$ cat config.mk
export PLATFORM = sky130hd
export DESIGN_NAME = sdp_top
export DESIGN_NICKNAME = d
export VERILOG_FILES = /design/src/hdl/sdp_pkg.sv /design/src/hdl/sdp_outdiv.sv /design/src/hdl/sdp_top.sv
export VERILOG_INCLUDE_DIRS = /design/src /design/src/hdl
export SDC_FILE = /design/constraint.sdc
export NUM_CORES = 2
export LEC_CHECK = 0
export BUFFER_PORTS_ARGS = -buffer_cell sky130_fd_sc_hd__buf_2
export CORE_MARGIN = 2
export CORE_UTILIZATION = 50
export DETAILED_ROUTE_END_ITERATION = 12
export MAX_ROUTING_LAYER = met4
export PLACE_DENSITY = 0.66
export SYNTH_ARGS = -nofsm -noshare
export SYNTH_HDL_FRONTEND = slang
export SYNTH_SLANG_ARGS = --single-unit
$ cat constraint.sdc
create_clock -name REF_CLK_I -period 9.8 [get_ports REF_CLK_I]
set_clock_uncertainty 0.2 [all_clocks]
set_input_delay 0.49 -clock REF_CLK_I [delete_from_list [all_inputs] [get_ports REF_CLK_I]]
set_output_delay 0.49 -clock REF_CLK_I [all_outputs]
set_load 0.05 [all_outputs]
$ cat src/hdl/sdp_cfg.svh
`ifndef SDP_CFG_SVH
`define SDP_CFG_SVH

// Register addresses on the byte write/read port
`define SDP_ADDR_HS_LO 8'h17
`define SDP_ADDR_PACK 8'h18
`define SDP_ADDR_FB0 8'h1A
`define SDP_ADDR_FB1 8'h1B
`define SDP_ADDR_FB2 8'h1C
`define SDP_ADDR_FB3 8'h1D
`define SDP_ADDR_FB4 8'h1E
`define SDP_ADDR_FB5 8'h1F
`define SDP_ADDR_STATUS 8'h20

// Packed byte field positions
`define SDP_PACK_LS_HI 6
`define SDP_PACK_LS_LO 4
`define SDP_PACK_HS_HI 2
`define SDP_PACK_HS_LO 0

// Divider limits
`define SDP_HS_MIN 11'h005
`define SDP_HS_MAX 11'h7FE
`define SDP_HS_ODD_MAX 11'h021
`define SDP_LS_EXP_MAX 3'h5
`define SDP_FB_MIN 43'h003C0000000
`define SDP_FB_MAX 43'h7FDFFFFFFFF

// Frequencies in Hz
`define SDP_FOSC_HZ 27'h347FF10
`define SDP_VCO_MIN_HZ 34'h283BAEC00
`define SDP_VCO_MAX_A_HZ 34'h2EC0B0E37
`define SDP_VCO_MAX_BC_HZ 34'h2D1CBCA59
`define SDP_FOUT_MIN_HZ 31'h00030D40
`define SDP_FOUT_MAX_A_HZ 31'h59682F00
`define SDP_FOUT_MAX_B_HZ 31'h2FAF0800
`define SDP_FOUT_MAX_C_HZ 31'h135F1B40

// Reset values of the divider settings
`define SDP_RST_HS 11'h046
`define SDP_RST_LS 3'h0
`define SDP_RST_FB 43'h0C7519CF2BF

`endif

$ cat src/hdl/sdp_pkg.sv
package sdp_pkg;

  typedef enum logic [1:0] {
    SDP_IDLE,
    SDP_CALC,
    SDP_CHECK
  } sdp_state_e;

  typedef enum logic [1:0] {
    SDP_GRADE_A,
    SDP_GRADE_B,
    SDP_GRADE_C,
    SDP_GRADE_C_ALT
  } sdp_grade_e;

  typedef struct packed {
    logic [2:0] ls;
    logic [10:0] hs;
    logic [42:0] fb;
  } sdp_div_s;

  typedef struct packed {
    sdp_state_e st;
    sdp_div_s pend;
    sdp_div_s act;
    logic [69:0] vco;
    logic [15:0] tot;
    logic valid;
    logic err;
    logic done;
    logic [7:0] rdata;
    logic [1:0] grade_meta;
    sdp_grade_e grade;
  } sdp_top_state_s;

  typedef struct packed {
    logic [15:0] cnt;
    logic phase;
  } sdp_div_state_s;

  // Codes above five still divide by thirty-two
  function automatic logic [2:0] sdp_ls_exp(input logic [2:0] code);
    sdp_ls_exp = (code > 3'h5) ? 3'h5 : code;
  endfunction : sdp_ls_exp

  // Total output divide, high-speed ratio times power-of-two ratio
  function automatic logic [15:0] sdp_total(input logic [10:0] hs, input logic [2:0] code);
    sdp_total = 16'({5'h00, hs} << sdp_ls_exp(code));
  endfunction : sdp_total

endpackage : sdp_pkg

$ cat src/hdl/sdp_outdiv.sv
`timescale 1ns/1ps
`default_nettype none
`include "sdp_cfg.svh"

module sdp_outdiv (
  // Clock and reset
  input wire logic clk_i,
  input wire logic rst_i,
  // Active divider settings
  input wire logic [10:0] hs_i,
  input wire logic [2:0] ls_i,
  // Divided clock
  output logic div_clk_o
);
  import sdp_pkg::*;

  sdp_div_state_s s_reg;
  sdp_div_state_s s_next;
  logic late_reg;
  logic [15:0] total;
  logic odd_mode;

  always_comb begin
    total = sdp_total(hs_i, ls_i);
    // Odd totals only occur with the power-of-two stage bypassed
    odd_mode = (sdp_ls_exp(ls_i) == 3'h0) && hs_i[0];
    s_next = s_reg;
    if (s_reg.cnt >= total - 16'h0001) begin
      s_next.cnt = 16'h0000;
    end else begin
      s_next.cnt = s_reg.cnt + 16'h0001;
    end
    s_next.phase = (s_next.cnt < ((total + 16'h0001) >> 1));
  end

  always_ff @(posedge clk_i or posedge rst_i) begin
    if (rst_i) begin
      s_reg <= '0;
    end else begin
      s_reg <= s_next;
    end
  end

  // Half-cycle late copy trims the extra half period of odd ratios
  always_ff @(negedge clk_i or posedge rst_i) begin
    if (rst_i) begin
      late_reg <= 1'b0;
    end else begin
      late_reg <= s_reg.phase;
    end
  end

  assign div_clk_o = odd_mode ? (s_reg.phase & late_reg) : s_reg.phase;

endmodule : sdp_outdiv

`default_nettype wire

$ cat src/hdl/sdp_top.sv
`timescale 1ns/1ps
`default_nettype none
`include "sdp_cfg.svh"

// Function
// - High-speed ratio must lie between 5 and 2046 inclusive.
// - Low-speed code n divides by 2^n; codes 6 and 7 divide by 32.
// - With low-speed code 0, odd high-speed ratios only from 5 to 33.
// - With low-speed code 1 or more, any ratio 5 to 2046 is valid.
// - Odd low ratios still give 50% duty via duty correction.
// - Feedback divider is 11.32 unsigned, valid 03C0000000 to 7FDFFFFFFFF.
// - Output frequency is VCO frequency over high-speed times low-speed ratio.
// - VCO frequency is 55.05 MHz reference times feedback divider.
// - VCO from 10.8 GHz to 12.550082103 (grade A) or 12.109728345 GHz.
// - Output 0.2 MHz up to 1500, 800 or 325 MHz per grade.
// - All three divider values are unsigned, never negative.
// - Shared byte: low-speed code in bits 6:4, ratio bits 10:8 in 2:0.
module sdp_top (
  // Clock and reset
  input wire logic REF_CLK_I,
  input wire logic RESET_I,
  // Speed grade strap
  input wire logic [1:0] GRADE_I,
  // Register port
  input wire logic REG_WR_I,
  input wire logic REG_RD_I,
  input wire logic [7:0] REG_ADDR_I,
  input wire logic [7:0] REG_WDATA_I,
  output logic [7:0] REG_RDATA_O,
  // Status
  output logic CFG_VALID_O,
  output logic CFG_ERROR_O,
  output logic CFG_DONE_O,
  output sdp_pkg::sdp_div_s ACTIVE_DIV_O,
  // Synthesised clock
  output logic CLK_OUT_O
);
  import sdp_pkg::*;

  sdp_top_state_s s_reg;
  sdp_top_state_s s_next;
  logic hs_ok;
  logic fb_ok;
  logic vco_ok;
  logic fout_ok;
  logic [33:0] vco_max;
  logic [30:0] fout_max;
  logic [79:0] fout_hi;
  logic [79:0] fout_lo;

  always_comb begin
    s_next = s_reg;
    s_next.done = 1'b0;
    s_next.grade_meta = GRADE_I;
    s_next.grade = sdp_grade_e'(s_reg.grade_meta);

    // Byte writes land in the pending set; range is checked later
    if (REG_WR_I) begin
      case (REG_ADDR_I)
        `SDP_ADDR_HS_LO: s_next.pend.hs[7:0] = REG_WDATA_I;
        `SDP_ADDR_PACK: begin
          s_next.pend.ls = REG_WDATA_I[`SDP_PACK_LS_HI:`SDP_PACK_LS_LO];
          s_next.pend.hs[10:8] = REG_WDATA_I[`SDP_PACK_HS_HI:`SDP_PACK_HS_LO];
        end
        `SDP_ADDR_FB0: s_next.pend.fb[7:0] = REG_WDATA_I;
        `SDP_ADDR_FB1: s_next.pend.fb[15:8] = REG_WDATA_I;
        `SDP_ADDR_FB2: s_next.pend.fb[23:16] = REG_WDATA_I;
        `SDP_ADDR_FB3: s_next.pend.fb[31:24] = REG_WDATA_I;
        `SDP_ADDR_FB4: s_next.pend.fb[39:32] = REG_WDATA_I;
        `SDP_ADDR_FB5: s_next.pend.fb[42:40] = REG_WDATA_I[2:0];
        default: ;
      endcase
    end

    if (REG_RD_I) begin
      case (REG_ADDR_I)
        `SDP_ADDR_HS_LO: s_next.rdata = s_reg.pend.hs[7:0];
        `SDP_ADDR_PACK: s_next.rdata = {1'b0, s_reg.pend.ls, 1'b0, s_reg.pend.hs[10:8]};
        `SDP_ADDR_FB0: s_next.rdata = s_reg.pend.fb[7:0];
        `SDP_ADDR_FB1: s_next.rdata = s_reg.pend.fb[15:8];
        `SDP_ADDR_FB2: s_next.rdata = s_reg.pend.fb[23:16];
        `SDP_ADDR_FB3: s_next.rdata = s_reg.pend.fb[31:24];
        `SDP_ADDR_FB4: s_next.rdata = s_reg.pend.fb[39:32];
        `SDP_ADDR_FB5: s_next.rdata = {5'h00, s_reg.pend.fb[42:40]};
        `SDP_ADDR_STATUS: s_next.rdata = {5'h00, s_reg.valid, s_reg.err, s_reg.st != SDP_IDLE};
        default: s_next.rdata = 8'h00;
      endcase
    end

    // Ratio limits; odd ratios above 33 need the power-of-two stage
    hs_ok = (s_reg.pend.hs >= `SDP_HS_MIN) && (s_reg.pend.hs <= `SDP_HS_MAX);
    if (sdp_ls_exp(s_reg.pend.ls) == 3'h0 && s_reg.pend.hs[0]) begin
      hs_ok = hs_ok && (s_reg.pend.hs <= `SDP_HS_ODD_MAX);
    end // Nonzero code keeps full span
    fb_ok = (s_reg.pend.fb >= `SDP_FB_MIN) && (s_reg.pend.fb <= `SDP_FB_MAX);

    // Comparisons carry a 2^32 scale from the fraction bits
    vco_max = (s_reg.grade == SDP_GRADE_A) ? `SDP_VCO_MAX_A_HZ : `SDP_VCO_MAX_BC_HZ;
    vco_ok = ({s_reg.vco} >= {4'h0, `SDP_VCO_MIN_HZ, 32'h0}) &&
             ({s_reg.vco} <= {4'h0, vco_max, 32'h0});
    case (s_reg.grade)
      SDP_GRADE_A: fout_max = `SDP_FOUT_MAX_A_HZ;
      SDP_GRADE_B: fout_max = `SDP_FOUT_MAX_B_HZ;
      default: fout_max = `SDP_FOUT_MAX_C_HZ;
    endcase
    // Output within span iff fmin*div <= vco <= fmax*div
    fout_hi = {1'b0, 48'({17'h0, fout_max} * {32'h0, s_reg.tot}), 31'h0} << 1;
    fout_lo = {1'b0, 48'({17'h0, `SDP_FOUT_MIN_HZ} * {32'h0, s_reg.tot}), 31'h0} << 1;
    fout_ok = ({10'h0, s_reg.vco} <= fout_hi) && ({10'h0, s_reg.vco} >= fout_lo);

    case (s_reg.st)
      SDP_IDLE: begin
        if (REG_WR_I && REG_ADDR_I == `SDP_ADDR_FB5) begin
          s_next.st = SDP_CALC;
        end
      end
      SDP_CALC: begin
        s_next.vco = 70'({27'h0, s_reg.pend.fb} * {43'h0, `SDP_FOSC_HZ});
        s_next.tot = sdp_total(s_reg.pend.hs, s_reg.pend.ls);
        s_next.st = SDP_CHECK;
      end
      SDP_CHECK: begin
        // Only a fully legal set reaches the output divider
        if (hs_ok && fb_ok && vco_ok && fout_ok) begin
          s_next.act = s_reg.pend;
          s_next.valid = 1'b1;
          s_next.err = 1'b0;
        end else begin
          s_next.valid = 1'b0;
          s_next.err = 1'b1;
        end
        s_next.done = 1'b1;
        s_next.st = SDP_IDLE;
      end
      default: s_next.st = SDP_IDLE;
    endcase
  end

  always_ff @(posedge REF_CLK_I or posedge RESET_I) begin
    if (RESET_I) begin
      s_reg <= '0;
      s_reg.pend <= '{ls: `SDP_RST_LS, hs: `SDP_RST_HS, fb: `SDP_RST_FB};
      s_reg.act <= '{ls: `SDP_RST_LS, hs: `SDP_RST_HS, fb: `SDP_RST_FB};
      s_reg.valid <= 1'b1;
      s_reg.grade <= SDP_GRADE_C;
    end else begin
      s_reg <= s_next;
    end
  end

  // Reference clock stands in for the VCO; ratios still hold
  sdp_outdiv u_outdiv (
    .clk_i(REF_CLK_I),
    .rst_i(RESET_I),
    .hs_i(s_reg.act.hs),
    .ls_i(s_reg.act.ls),
    .div_clk_o(CLK_OUT_O)
  );

  assign REG_RDATA_O = s_reg.rdata;
  assign CFG_VALID_O = s_reg.valid;
  assign CFG_ERROR_O = s_reg.err;
  assign CFG_DONE_O = s_reg.done;
  assign ACTIVE_DIV_O = s_reg.act;

endmodule : sdp_top

`default_nettype wire

After elaboration in Yosys (flattened, before gate mapping)

Index checks and enable logic that the tools add are counted.

Register bits: 230
Input port bits: 22
Logic and storage cells: 96

Add/sub/neg operators: 3
Multipliers: 3
$lt $le $gt $ge: 13
Equality and inequality tests: 13
Shifts and indexed selects: 2
Muxes and demuxes: 12
Bitwise operators: 1
Reduce and logical (&&, ||, !) cells: 25

Operator list:

| operator               | number |
|---|---|
| $le 69x79->1           | 1 |
| $pmux 8 s9             | 1 |
| $ge 69x66->1           | 1 |
| $ge 69x66->1 const B   | 1 |
| $le 69x66->1           | 1 |
| $mul 43x22->65 const B | 1 |
| $eq 8x5->1 const B     | 8 |
| $pmux 31 s2            | 1 |
| $mul 31x16->47         | 1 |
| $ge 43x34->1 const B   | 1 |
| $le 43x43->1 const B   | 1 |
| $add 16x1->16 const B  | 2 |
| $shl 11x3->16          | 2 |
| $mux 30                | 1 |
| $mul 12x16->28 const A | 1 |
| $reduce_and 2->1       | 9 |
| $ge 16x16->1           | 1 |
| $lt 16x15->1           | 1 |
| $mux 16                | 1 |
| $sub 16x1->16 const B  | 1 |
| $ge 11x3->1 const B    | 1 |
| $le 11x11->1 const B   | 1 |
| $le 11x6->1 const B    | 1 |
| $logic_and 1x1->1      | 11 |
| 13 further kinds       | 21 |

Logic depth before layout (Yosys ltp)

Depth in word-level cells: 9
Depth in mapped cells: 40

Modules after synthesis

Synthesis repeated with hierarchy kept, for this count alone.

Cell total of the unflattened synthesis: 4,707
Area total of the unflattened synthesis: 45,453.6 um2

Modules (own cells, without submodules):

| module     | instances | cells an instance | area an instance (um2) | seq. area each (um2) |
|---|---|---|---|---|
| sdp_top    | 1         | 4,402             | 42,893.6               | 5,375.2 |
| sdp_outdiv | 1         | 305               | 2,560.0                | 450.4 |

==> results.yml <==
run_status:
  outcome: "completed"
yosys:
  synth_top_area_share_pct: 33.9
  yosysTopAreaCell: "fa_1"
  syn_avg_cell_area_um2: 10.0
  ys_ff_latch: 230
  async_flop_share_pct: 100
  yosysWarningCount: 0
  synth.most_common_cell: "inv_1"
  synth_edf_count: 0
  yosys-top-cells-count: "inv_1, fa_1, ha_1, nand2_1, dfrtp_1"
  ys_seq_area_share_pct: 13.4
  dominantRegCellSynth: "dfrtp_1"
  syn_area_um2: 43600
  ys_types: 87
  synth_fp_nets: 5778
  synth_area_leaders: "fa_1, ha_1, dfrtp_1, inv_1, dfstp_2"
  synthCells: 4352
cts:
  clock_sinks: 230
  cts_max_level: 1
  cts_root_buf: "clkbuf_16"
  numCtsBuffers: 27
  clk_pin_slew_ps: 70
  cts_buffer_depth: 3
  cts_tree: "done"
  clk_latency_ps: 590
timing:
  fin_crit_sh_pct: 96.4
  slew_viol_final: 0
  tns_ps: 0
  worstMarginPinSlew_ps: 1090
  fmax_mhz: 106
  finalHoldViolCount: 0
  finalSetupViolCount: 0
  relSlewSlack_pct: 26.5
  finalCriticalPeriod_ps: 9440
route:
  drt-pass1-iter-count: 7
  antenna_left: 0
  drtIter0Drc: 1989
  via_per_inst: 5.47
  wire_per_inst_um: 21.8
  drc: 0
  vias: 30600
  routed_wl_um: 122000
cells_and_area:
  final_cell_count_no_fill: 5590
  final.fill_count: 7846
  final_net_count: 5840
  largest_reg_flops: 142
  antennaDiodeCount: 0
  area_delta_synth_final_pct: 6.19
  drive_above_1_share_pct: 9.40
critical_path:
  critPathMaxFanout: 35
  cp-start-kind: "register"
  arrival_ps: 9690
  slowest_stage: "dfrtp_1"
  crit_path_end_kind: "register"
  critical-path-top-cell-by-count: "fa_1"
  reg2regPathDepth: 31
  crit_path_max_incr_delay_ps: 660
  critPathRequiredTime_ps: 10040
  path_class: "reg -> reg"
floorplan:
  core_area_um2: 86600
  initial_core_util_pct: 50.4
  io_pins: 91
  die_w_um: 299
  die_h_um: 299
  rows: 108
  die-area_um2: 89600
placed_design:
  dp_hpwl_um: 104000
  io_buffer_count: 90
  placedCellCount: 5535
  gp_congestion: 1.04
global_route:
  overflow: 0
  grtUsageTotal_pct: 29.0
  antenna_found_initial: 2
  grt_pass1_vias: 32500
  grt_pass1_wl_um: 193000
  grt_max_degree: 78
power_and_ir_drop:
  leakagePower_nw: 25.8
  peakVddDrop_v: 0.000482
  power_density_nw_per_um2: 240
run:
  maxCapViolCount: 0
hold_path:
  hold_path_class: "in -> async"
-- placed cells by master, fill, tap and decap left out, types with 56 or more instances in the layout --
cell type	Yosys	routed
mux2_2	102	102
nor2_1	134	134
xnor2_1	76	76
a21o_1	87	87
fa_1	739	739
a21oi_1	117	116
xor2_1	62	62
o21ai_0	141	140
nand3_1	59	59
buf_4	66	73
nand2_1	251	251
dfstp_2	56	56
ha_1	665	665
dfrtp_1	173	172
buf_2	7	90
inv_1	1006	1005
-- worst max-delay path: cells and delay by family, from the launching register on --
kind	cells	cell delay, ps
AND/OR/NAND/NOR	8	1930
flip-flops	1	660
buffers and inverters	4	410
adder cells (fa/ha/maj)	8	3700
XOR/XNOR	1	90
multiplexers	1	310
AO/OA/AOI/OAI	9	1940
-- power breakdown --
| part | internal, mW | switching [mW] |
|---|---|---|
| logic | 3.67 | 5.21 |
| registers | 1.01 | 0.171 |
| clock network | 0.611 | 0.442 |
-- layout make-up --
| cell class | instances | area (um2) | area share [%] |
|---|---|---|---|
| Clock buffer | 43 | 836 | 1.80 |
| Clock inverter | 7 | 77.6 | 0.167 |
| Inverter | 1009 | 3790 | 8.18 |
| Multi-Input combinational cell | 2978 | 33300 | 71.9 |
| Sequential cell | 230 | 5830 | 12.6 |
| Tap cell | 1155 | 1450 | 3.12 |
| Timing Repair Buffer | 168 | 1060 | 2.30 |
-- routing by layer --
| layer | track usage (%) | vias to the layer above | wire length, um | share of wire (%) |
|---|---|---|---|---|
| met5 | - | - | 0 | 0 |
| met4 | 7.86 | 0 | 4280 | 3.5 |
| met3 | 4.78 | 215 | 8100 | 6.7 |
| met2 | 44.4 | 946 | 54900 | 45 |
| met1 | 40.0 | 15300 | 54500 | 45 |
| li1 | - | 14100 | - | - |
-- what timing repair did --
item	4_1_cts	5_1_grt
buffers inserted	0	3
endpoints found under the setup margin	0	59
hold buffers	2	0
endpoints found under the hold margin	2	0
resized for setup	0	8
-- stage by stage --
| step | hold slack, ps | total power, mW | utilization, % | instance area, um2 | setup slack (ps) |
|---|---|---|---|---|---|
| after floorplan | 131 | 7.74 | - | 43600 | 798 |
| after global placement | 214 | 9.90 | 52.4 | 45300 | 85.6 |
| after detailed placement | 216 | 9.92 | 52.4 | 45300 | 71.6 |
| after CTS | 31.6 | 11.1 | 53.4 | 46300 | 13.4 |
| after global routing | 62.6 | 12.4 | 53.5 | 46300 | -25.4 |
| final | 45.8 | 11.1 | 53.5 | 46300 | 356 |
-- worst paths after layout --
kind / startpoint / endpoint / slack, ps
min in group REF_CLK_I: REG_WDATA_I[6] / s_reg[196] / 60
worst min register to register: s_next[1] / s_reg[1] / 210
worst max-delay path: s_reg[16] / ACTIVE_DIV_O[11] / 360
max in group asynchronous: RESET_I / u_outdiv.late_reg / 4660
worst min-delay path: RESET_I / ACTIVE_DIV_O[31] / 50
worst max register to register: s_reg[16] / ACTIVE_DIV_O[11] / 360
-- cells by family after synthesis --
kind of cell	count (synthesis)	share of synthesized area, %
flip-flops	230	13.4
AND/OR/NAND/NOR	720	7.97
adder cells (fa/ha/maj)	1404	53.0
buffers and inverters	1144	10.5
multiplexers	150	3.83
AO/OA/AOI/OAI	566	8.64
XOR/XNOR	138	2.77
Power figures use the tool's default switching activity.
